### src/common/cme_pkg.sv
package cme_pkg;
  // Word, field and stack geometry
  localparam int INSTR_W = 10;
  localparam int PC_W = 14;
  localparam int SP_W = 3;
  localparam int STACK_DEPTH = 8;
  localparam int NIB_W = 4;
  localparam int X_W = 4;
  localparam int Y_W = 4;
  localparam int Z_W = 2;
  localparam int DP_W = Z_W + X_W + Y_W;
  localparam int TMR_W = 8;
  localparam int BIT_J_W = 2;
  // Opcodes
  localparam logic [9:0] CLEAR_CARRY_OP = 10'h006;
  localparam logic [9:0] SUBROUTINE_RETURN_OP = 10'h044;
  localparam logic [9:0] SET_MEMORY_BIT_OP = 10'h05C;
  localparam logic [9:0] SET_MEMORY_BIT_MASK = 10'h3FC;
  localparam logic [9:0] SKIP_IF_ACC_MATCHES_MEM_OP = 10'h026;
  localparam logic [9:0] LOAD_TIMER_TWO_OP = 10'h231;
  localparam logic [9:0] LOAD_TIMER_THREE_OP = 10'h232;
  localparam logic [9:0] LOAD_TIMER_FOUR_HIGH_RELOAD_OP = 10'h237;
  // Reset values and step sizes
  localparam logic [13:0] PC_RST = 14'h0000;
  localparam logic [2:0] SP_RST = 3'h7;
  localparam logic [7:0] TMR_RST = 8'h00;
  localparam logic [3:0] NIB_RST = 4'h0;
  localparam logic [13:0] PC_STEP = 14'h0001;
  localparam logic [2:0] SP_STEP = 3'h1;
endpackage

### src/rtl/cme_mem_bit_set.sv
`timescale 1ns/1ns
// Sets one bit of a nibble, chosen by a two bit index
module cme_mem_bit_set #(
  parameter int WIDTH = 4
) (
  // Data in and out
  input wire logic [WIDTH-1:0] nib_in,
  input wire logic [$clog2(WIDTH)-1:0] bit_sel,
  output logic [WIDTH-1:0] nib_out
);
  // Refuse widths that the bit index cannot cover exactly
  if (WIDTH < 2 || (WIDTH & (WIDTH - 1)) != 0)
  begin
    $error("cme_mem_bit_set: WIDTH must be a power of two, at least 2");
  end

  // Or in the selected bit
  always_comb
  begin
    nib_out = nib_in;
    nib_out[bit_sel] = 1'b1;
  end
endmodule

### src/rtl/cme_misc_exec.sv
`timescale 1ns/1ns
// What this block does
// - Clear carry op forces carry flag to zero unless carry set comes in the same cycle, which wins; others unchanged.
// - Return loads program counter from stack entry at index, then index decrements.
// - Set bit op writes one into bit j of addressed memory nibble.
// - Compare op skips next instruction when accumulator equals addressed nibble.
// - Timer two load puts B high, A low into counter and reload.
// - Timer three load puts B high, A low into counter and reload.
// - Timer four high load puts B high, A low into counter and high reload.
// - Skip nullifies the next instruction; program counter still steps by one.
// - Data pointer is ten bits, made of two, four and four bit indexes.
// - Return stack is eight entries of fourteen bits, indexed by three bits.
module cme_misc_exec
(
  // Clock and reset
  input wire logic sys_clk,
  input wire logic nrst,
  // Fetched instruction
  input wire logic instr_valid,
  input wire logic [cme_pkg::INSTR_W-1:0] instr_word,
  // Working registers from the core
  input wire logic [cme_pkg::NIB_W-1:0] acc_in,
  input wire logic [cme_pkg::NIB_W-1:0] reg_b_in,
  input wire logic [cme_pkg::X_W-1:0] dp_x_in,
  input wire logic [cme_pkg::Y_W-1:0] dp_y_in,
  input wire logic [cme_pkg::Z_W-1:0] dp_z_in,
  // Data memory read port, same clock
  input wire logic [cme_pkg::NIB_W-1:0] mem_rdata,
  // Return stack push from the call logic
  input wire logic push_valid,
  input wire logic [cme_pkg::PC_W-1:0] push_addr,
  // Carry set from the core's arithmetic, same clock
  input wire logic carry_set,
  // Data memory address and write
  output logic [cme_pkg::DP_W-1:0] data_pointer,
  output logic mem_we,
  output logic [cme_pkg::NIB_W-1:0] mem_wdata,
  // Core state
  output logic carry_flag,
  output logic [cme_pkg::PC_W-1:0] program_counter,
  output logic [cme_pkg::SP_W-1:0] return_stack_index,
  output logic skip_pending,
  // Timers
  output logic [cme_pkg::TMR_W-1:0] timer_two_count,
  output logic [cme_pkg::TMR_W-1:0] timer_two_reload,
  output logic [cme_pkg::TMR_W-1:0] timer_three_count,
  output logic [cme_pkg::TMR_W-1:0] timer_three_reload,
  output logic [cme_pkg::TMR_W-1:0] timer_four_count,
  output logic [cme_pkg::TMR_W-1:0] timer_four_high_reload
);
  import cme_pkg::*;

  logic [PC_W-1:0] return_stack [STACK_DEPTH];
  logic [SP_W-1:0] push_slot;
  logic [DP_W-1:0] dp_now;
  logic [NIB_W-1:0] set_nib;
  logic [TMR_W-1:0] ab_word;
  logic exec;
  logic is_clear_carry;
  logic is_return;
  logic is_set_bit;
  logic is_compare;
  logic is_tmr2;
  logic is_tmr3;
  logic is_tmr4h;

  // Pointer formed combinationally, then registered with the write, so data_pointer lags one cycle
  assign dp_now = {dp_z_in, dp_x_in, dp_y_in};
  assign ab_word = {reg_b_in, acc_in};

  // Index wraps modulo the depth; a ninth push overwrites the oldest entry
  assign push_slot = return_stack_index + SP_STEP;

  // A nullified word still takes its cycle and steps the program counter, but executes nothing
  assign exec = instr_valid && !skip_pending;
  assign is_clear_carry = exec && (instr_word == CLEAR_CARRY_OP);
  assign is_return = exec && (instr_word == SUBROUTINE_RETURN_OP);
  assign is_set_bit = exec && ((instr_word & SET_MEMORY_BIT_MASK) == SET_MEMORY_BIT_OP);
  assign is_compare = exec && (instr_word == SKIP_IF_ACC_MATCHES_MEM_OP);
  assign is_tmr2 = exec && (instr_word == LOAD_TIMER_TWO_OP);
  assign is_tmr3 = exec && (instr_word == LOAD_TIMER_THREE_OP);
  assign is_tmr4h = exec && (instr_word == LOAD_TIMER_FOUR_HIGH_RELOAD_OP);

  // Geometry the logic leans on; anything else would wrap or truncate silently
  if (STACK_DEPTH != 2 ** SP_W)
  begin
    $error("cme_misc_exec: stack depth must match the index width");
  end
  if (TMR_W != 2 * NIB_W)
  begin
    $error("cme_misc_exec: timer byte must be two nibbles");
  end
  if (NIB_W != 2 ** BIT_J_W)
  begin
    $error("cme_misc_exec: bit field must cover one nibble");
  end
  if (INSTR_W != $bits(CLEAR_CARRY_OP))
  begin
    $error("cme_misc_exec: opcode width must match the instruction word");
  end

  cme_mem_bit_set #(
    .WIDTH(NIB_W)
  ) u_bit_set (
    .nib_in(mem_rdata),
    .bit_sel(instr_word[BIT_J_W-1:0]),
    .nib_out(set_nib)
  );

  // Carry flag; the core never sets carry in the cycle that executes the clear,
  // so the set branch only wins when the core itself misbehaves
  always_ff @(posedge sys_clk)
  begin
    if (!nrst)
      carry_flag <= 1'b0;
    else if (carry_set)
      carry_flag <= 1'b1;
    else if (is_clear_carry)
      carry_flag <= 1'b0;
  end

  // Program counter: one word per instruction, return reloads it
  always_ff @(posedge sys_clk)
  begin
    if (!nrst)
      program_counter <= PC_RST;
    else if (is_return)
      program_counter <= return_stack[return_stack_index];
    else if (instr_valid)
      program_counter <= program_counter + PC_STEP;
  end

  // Stack index; a push and a return can both arrive in one cycle
  // The return wins, so a stray push cannot corrupt the entry being popped
  always_ff @(posedge sys_clk)
  begin
    if (!nrst)
      return_stack_index <= SP_RST;
    else if (is_return)
      return_stack_index <= return_stack_index - SP_STEP;
    else if (push_valid)
      return_stack_index <= push_slot;
  end

  // Stack storage, no reset needed on data words
  always_ff @(posedge sys_clk)
  begin
    if (push_valid && !is_return)
      return_stack[push_slot] <= push_addr;
  end

  // Skip decision applies to the very next fetched word
  // A nullified compare clears the flag, so skips never chain
  always_ff @(posedge sys_clk)
  begin
    if (!nrst)
      skip_pending <= 1'b0;
    else if (instr_valid)
      skip_pending <= is_compare && (acc_in == mem_rdata);
  end

  // Memory write, registered so outputs come from flops
  // Address and data move together, so the write lands where the read was
  always_ff @(posedge sys_clk)
  begin
    if (!nrst)
    begin
      mem_we <= 1'b0;
      mem_wdata <= NIB_RST;
      data_pointer <= '0;
    end
    else
    begin
      mem_we <= is_set_bit;
      mem_wdata <= set_nib;
      data_pointer <= dp_now;
    end
  end

  // Timer two
  always_ff @(posedge sys_clk)
  begin
    if (!nrst)
    begin
      timer_two_count <= TMR_RST;
      timer_two_reload <= TMR_RST;
    end
    else if (is_tmr2)
    begin
      timer_two_count <= ab_word;
      timer_two_reload <= ab_word;
    end
  end

  // Timer three
  always_ff @(posedge sys_clk)
  begin
    if (!nrst)
    begin
      timer_three_count <= TMR_RST;
      timer_three_reload <= TMR_RST;
    end
    else if (is_tmr3)
    begin
      timer_three_count <= ab_word;
      timer_three_reload <= ab_word;
    end
  end

  // Timer four, high reload path only
  always_ff @(posedge sys_clk)
  begin
    if (!nrst)
    begin
      timer_four_count <= TMR_RST;
      timer_four_high_reload <= TMR_RST;
    end
    else if (is_tmr4h)
    begin
      timer_four_count <= ab_word;
      timer_four_high_reload <= ab_word;
    end
  end
endmodule

### config.mk
export PLATFORM = sky130hd
export DESIGN_NAME = cme_misc_exec
export DESIGN_NICKNAME = d
export VERILOG_FILES = /design/src/common/cme_pkg.sv /design/src/rtl/cme_mem_bit_set.sv /design/src/rtl/cme_misc_exec.sv
export SDC_FILE = /design/constraint.sdc
export NUM_CORES = 1
export LEC_CHECK = 0
export ABC_AREA = 1
export BUFFER_PORTS_ARGS = -buffer_cell sky130_fd_sc_hd__buf_2
export CAP_MARGIN = 0
export CELL_PAD_IN_SITES_DETAIL_PLACEMENT = 1
export CELL_PAD_IN_SITES_GLOBAL_PLACEMENT = 1
export CORE_AREA = 10 10 156 158
export CTS_CLUSTER_DIAMETER = 60
export DETAILED_ROUTE_END_ITERATION = 10
export DIE_AREA = 0 0 166 168
export GPL_TIMING_DRIVEN = 0
export PLACE_DENSITY_LB_ADDON = 0.1
export SKIP_LAST_GASP = 1
export SYNTH_ARGS = -nofsm -noshare
export SYNTH_HDL_FRONTEND = slang
export SYNTH_SLANG_ARGS = --single-unit
### constraint.sdc
create_clock -name sys_clk -period 5.4 [get_ports sys_clk]
set_input_delay 1.08 -clock sys_clk [delete_from_list [all_inputs] [get_ports sys_clk]]
set_output_delay 1.08 -clock sys_clk [all_outputs]
set_load 0.005 [all_outputs]
# Word level (Yosys, flattened, before mapping)
# Memories as Yosys holds them, arrays and structs flattened. A register that Yosys moved wholly into a read port is not among the register bits.
# Cells that the tools add are included.
# W data, S select, Z words.
# totals
reg_bits,58
mem_bits_rw,112
in_bits,51
output_inout_bits,82
wordCells,53
memories,1
# classes
n_addsub,3
magnitude_cmp,2
eq_ne,8
muxes,12
bitwise,1
n_reduce_logical,16
# mem_list
memory,words,width,read_ports,rd_ports_with_merged_regs,wr,line_no,text
return_stack,8,14,1,1,1,cme_misc_exec.sv:53,logic [PC_W-1:0] return_stack [STACK_DEPTH];
# ops
operator,n
$eq A10 B10 Y1 const B,3
$mux W14,2
$add A14 B1 Y14 const B,1
$mux W3,4
$logic_and A1 B1 Y1,11
$eq A10 B3 Y1 const B,1
$eq A10 B6 Y1 const B,1
$eq A10 B7 Y1 const B,1
$eq A8 B5 Y1 const B,1
$reduce_bool A2 Y1,3
$mux W1,5
$eq A4 B4 Y1,1
$or A4 B4 Y4,1
$add A3 B1 Y3 const B,1
$lt A2 B3 Y1 const B,1
$sub A3 B1 Y3 const B,1
$demux W1 S2,1
$ge A2 B1 Y1 const B,1
$logic_not A1 Y1,2

# Depth between registers and ports, before layout
# depth
depth_word,7
mapped_depth,11
mapped_depth_nobuf,9

# By module
# Synthesis repeated with hierarchy kept, for this count alone.
# hier_totals
cells_unflattened,823
hier_area_um2,7708.6
# by_module_without_submodules
mod,instances,cells_per_inst,area_each_um2,seq_area_each_um2
cme_misc_exec,1,810,7658.6,4584.4
cme_mem_bit_set,1,13,50.0,0.0

# Worst setup path before layout
# Ideal clock, no wire load.
# synth_path
kind,input port to flip-flop
start,input instr_valid
end,memory return_stack[4][0] (enable)
setup_time_ns,0.384
t_arrival_ns,2.442
path_slack_ns,2.574
stages,8
cell_sequence,buf_4 > nand2_4 > nor2_4 > nand3_4 > inv_2 > nor2_1 > nand2_1 > nor2_1
# synth_between
elab_chain_len,6
# synth_lines
element,line_no,text
"start, declared",cme_misc_exec.sv:19,"input wire logic instr_valid,"
$logic_and A1 B1 Y1,cme_misc_exec.sv:75,assign exec = instr_valid && !skip_pending;
$logic_and A1 B1 Y1,cme_misc_exec.sv:77,assign is_return = exec && (instr_word == SUBROUTINE_RETURN_OP);
$logic_not A1 Y1,cme_misc_exec.sv:148,if (push_valid && !is_return)
$logic_and A1 B1 Y1,cme_misc_exec.sv:148,
$mux W1,cme_misc_exec.sv:148,
$mux W1 (not written as such),cme_misc_exec.sv:149,return_stack[push_slot] <= push_addr;
"end, declared",cme_misc_exec.sv:53,
# No other way between the ends.

# Worst setup path in the final report
# layout_path
start,input instr_word[3] (netlist name)
end,memory return_stack[1][11] (enable)
# layout_between
elab_chain_len,6
# layout_lines
element,line_no,text
"start, declared",cme_misc_exec.sv:20,"input wire logic [cme_pkg::INSTR_W-1:0] instr_word,"
$eq A10 B7 Y1,cme_misc_exec.sv:77,
$logic_and A1 B1 Y1,cme_misc_exec.sv:77,
$logic_not A1 Y1,cme_misc_exec.sv:148,
$logic_and A1 B1 Y1,cme_misc_exec.sv:148,
$mux W1,cme_misc_exec.sv:148,
$mux W1 (not written as such),cme_misc_exec.sv:149,
# No other way between the ends.

==> impl_summary.md <==
Drt
Dividing the detail-routed via count by the number of cells gives 4.768. The number of design-rule violations left by the first detailed-router iteration is 315. The first detailed-routing pass took 4 iterations. The average detailed-routed wire length per instance is 18.18 µm.

The total wire length after detailed routing is 22.74 mm. In the routed design, unresolved DRC markers number 0. The remaining number of nets flagged by the antenna check after routing is 0. The overall via count from detail_route is 5965.

STA
The final cycle utilization of the critical path is 0.5351. The maximum clock frequency is 0.3461 GHz. The sum of negative setup slack is 0 ps.

Setup violations remaining at the end of the flow were counted as 0. The time the final worst path needs with I/O delays and setup is 2890 ps. Setup repair after global routing left no endpoint under its margin. The setup clock skew after layout is 18.19 ps.

The worst hold slack after final layout is 478.0 ps. The final-report max-slew violation count is 0. The final number of hold-violating endpoints came to 0.

The slew at the pin closest to its max-slew limit is 979.9 ps. The max-slew headroom at the worst pin is 0.3460.

Clock tree
The deepest clock path buffer count is 2. Once the clock tree was built, the resizer swapped 0 gates to a different size. The post-CTS setup buffer count is 0. Clock-pin slew was measured on the worst setup and hold paths at 70 ps. The clock tree from TritonCTS is yes.

The clock latency at the later pin of the worst-skew pair is 440 ps. The cts-stage hold buffer count is 0. The H-tree generated during clock tree synthesis spans 4 levels. The cell at the root of the clock tree is sky130_fd_sc_hd__clkbuf_16. For this design, the sink count on the clock tree is 173. TritonCTS created 17 clock buffers.

Floorplanning
The floorplan step defined a die boundary enclosing 27890 µm². In this run the count of I/O pins placed on the die edge is 133. The total area inside the core boundary comes to 21420 µm². The number of cell rows is 54. In this run the vertical extent of the chip is 168 µm.

Measured along the x axis, the die boundary spans 166 µm. The starting density of the core is 0.3499.

Yosys
After synthesis the cells add up to 7495 µm². The number of synthesized flops with an enable pin is 112. The number of synthesized register bits is 173. The post-synthesis cell type count is 29.

Of the post-synthesis cell area, the dominant cell type holds 0.4487. Yosys printed 0 warnings. After synthesis, the cell types taking the most area are sky130_fd_sc_hd__edfxtp_1, sky130_fd_sc_hd__dfxtp_1, sky130_fd_sc_hd__nand2_1. The average footprint of a synthesized cell is 9.357 µm². The number of nets produced by synthesis is 855. Of the synthesized area, sequential elements account for 0.6117. The most used flip-flop cell after synthesis is sky130_fd_sc_hd__edfxtp_1. The dominant cell type by area after synthesis is sky130_fd_sc_hd__edfxtp_1. The share of flip-flops with an asynchronous set or reset after synthesis is 0.

The cell count after synthesis came out at 801.

GRT
The number of antenna violations at the first check in global routing is 0. The final global-route overflow total is 0. The aggregate global-route resource usage is 0.1610. The first global-routing pass estimated 35.02 mm of wire.

The maximum number of pins on one net before global-route repair is 17. The number of global-route vias before repair is 5956.

Layout
Of the cells placed in the final design, the portion with a size suffix greater than 1 is 0.2400. The number of antenna diodes in the final layout is 0. The fill cell instance count of the final layout is 2535. The synthesis-to-layout area growth is 22.60%. The total number of nets in the final design is 1012.

Worst setup path
Data arrives at the worst endpoint at 2950 ps. The type of origin of the critical path is a primary input. The data required time at the worst endpoint is 5460 ps. The critical path in this run is classified as primary input to flop. The maximum net fanout on the critical path is 14. STA classifies the critical path endpoint as a flop.

Job
The number of max-cap violations is 0.

Pwr
The areal power density over the cells is 322.7 nW/µm². Across the VDD grid, the largest voltage drop is 0.2154 mV. The sum of internal, switching and leakage power is 2965 µW. The leakage power of the design is 0.003956 µW.

Worst hold path
The worst hold-check path type is flop to flop.

Place
Routability-driven placement finished with a final weighted congestion of 0.7822. The HPWL reported at the end of detailed placement is 16.56 mm. Buffers placed on the I/O ports in this run total 131.

Outcome
The run finished with clean final reports.
==> layer usage <==
metal | track usage | vias to the layer above | wire length [µm]
met5 | 0 | - | 0
met4 | 0.05393 | 0 | 335
met3 | 0.03492 | 21 | 944
met2 | 0.2638 | 117 | 10760
met1 | 0.2069 | 2873 | 10700
li1 | - | 2954 | -
==> cells in the final DEF (no fill, tap or decap), drive strengths merged <==
cell type | netlist | routed
nor2 | 124 | 124
ha | 3 | 3
or2 | 4 | 4
nand2 | 146 | 146
xor2 | 3 | 3
clkbuf | 15 | 32
inv | 79 | 84
o211ai | 8 | 8
clkinvlp | 0 | 4
o21bai | 2 | 2
clkinv | 0 | 5
buf | 42 | 180
xnor2 | 2 | 2
nand3 | 72 | 72
nand4 | 7 | 7
a21oi | 47 | 47
nor3 | 5 | 5
o21ai | 67 | 67
nand3b | 2 | 2
dfxtp | 61 | 61
edfxtp | 112 | 112
bufinv | 0 | 1
==> state kept, by name, summed over array words and instances, names as in the netlist, named ones only <==
signal	cells
carry_flag	1
mem_wdata	4
data_pointer	10
timer_three_reload	8
skip_pending	1
return_stack_index	3
mem_we	1
timer_two_reload	8
timer_four_high_reload	8
return_stack	112
program_counter	14
==> worst max-delay path, stage by stage <==
cell and delay, ps:
sky130_fd_sc_hd__buf_2 80, sky130_fd_sc_hd__inv_1 50, sky130_fd_sc_hd__nand2_1 180, sky130_fd_sc_hd__nor2_4 60, sky130_fd_sc_hd__nand3_4 140, sky130_fd_sc_hd__inv_2 130, sky130_fd_sc_hd__nor2_1 210, sky130_fd_sc_hd__nand2_1 210
sky130_fd_sc_hd__nor2_2 790
==> Yosys cell counts, types with 8 or more instances <==
library cell               count
sky130_fd_sc_hd__dfxtp_1      61
sky130_fd_sc_hd__buf_2        11
sky130_fd_sc_hd__nand3_1      71
sky130_fd_sc_hd__edfxtp_1    112
sky130_fd_sc_hd__inv_1        77
sky130_fd_sc_hd__buf_4        29
sky130_fd_sc_hd__a21oi_1      47
sky130_fd_sc_hd__o211ai_1      8
sky130_fd_sc_hd__o21ai_0      66
sky130_fd_sc_hd__nor2_1      119
sky130_fd_sc_hd__nand2_1     145
sky130_fd_sc_hd__clkbuf_1     15
==> final cells by class <==
| class | instances | area [µm²] | area share |
|---|---|---|---|
| Multi-Input combinational cell | 492 | 2290 | 0.2492 |
| Tap cell | 280 | 350.3 | 0.03813 |
| Buffer | 57 | 344.1 | 0.03745 |
| Clock buffer | 17 | 425.4 | 0.04630 |
| Timing Repair Buffer | 138 | 760.7 | 0.08279 |
| Sequential cell | 173 | 4584 | 0.4989 |
| Inverter | 79 | 296.5 | 0.03227 |
| Clock inverter | 15 | 137.6 | 0.01498 |
==> path summary, 6_finish.rpt <==
kind / endpoint / slack, ps / cells after the start / startpoint
setup reg to reg: return_stack[1][11] / 2940 / 8 / skip_pending
hold reg to reg: carry_flag / 480 / 2 / carry_flag
hold / removal: carry_flag / 480 / 2 / carry_flag
setup / recovery: return_stack[1][11] / 2510 / 9 / instr_word[3]
==> logic make-up (layout without fill, tap and decap cells) <==
group,Yosys count,in the layout,synth area share
buffers and inverters,136,306,0.08548
xor gates and xnor gates,5,5,0.005844
and+or+nand+nor,360,360,0.2058
AOI/OAI and AO/OA,124,124,0.08614
DFF,173,173,0.6117
adders and majority gates,3,3,0.005009
==> power by group <==
part / leakage (µW) / switching (µW) / total [µW] / internal, µW
Sequential: 0.00152 / 22.2 / 1490 / 1460
Combinational: 0.00217 / 201 / 301 / 99.2
Clock: 0.000267 / 538 / 1180 / 641
==> per-stage QoR <==
stage | cells | util | worst slack, ps | instance area (µm²)
floorplan | 801 | - | 2574 | 7495
global placement | 1212 | 0.3969 | 1539 | 8501
detailed placement | 1219 | 0.4027 | 2016 | 8626
CTS | 1251 | 0.4290 | 2473 | 9189
global route | 1251 | 0.4290 | 2337 | 9189
finish | 1251 | 0.4290 | 2510 | 9189
Power figures use the tool's default switching activity.
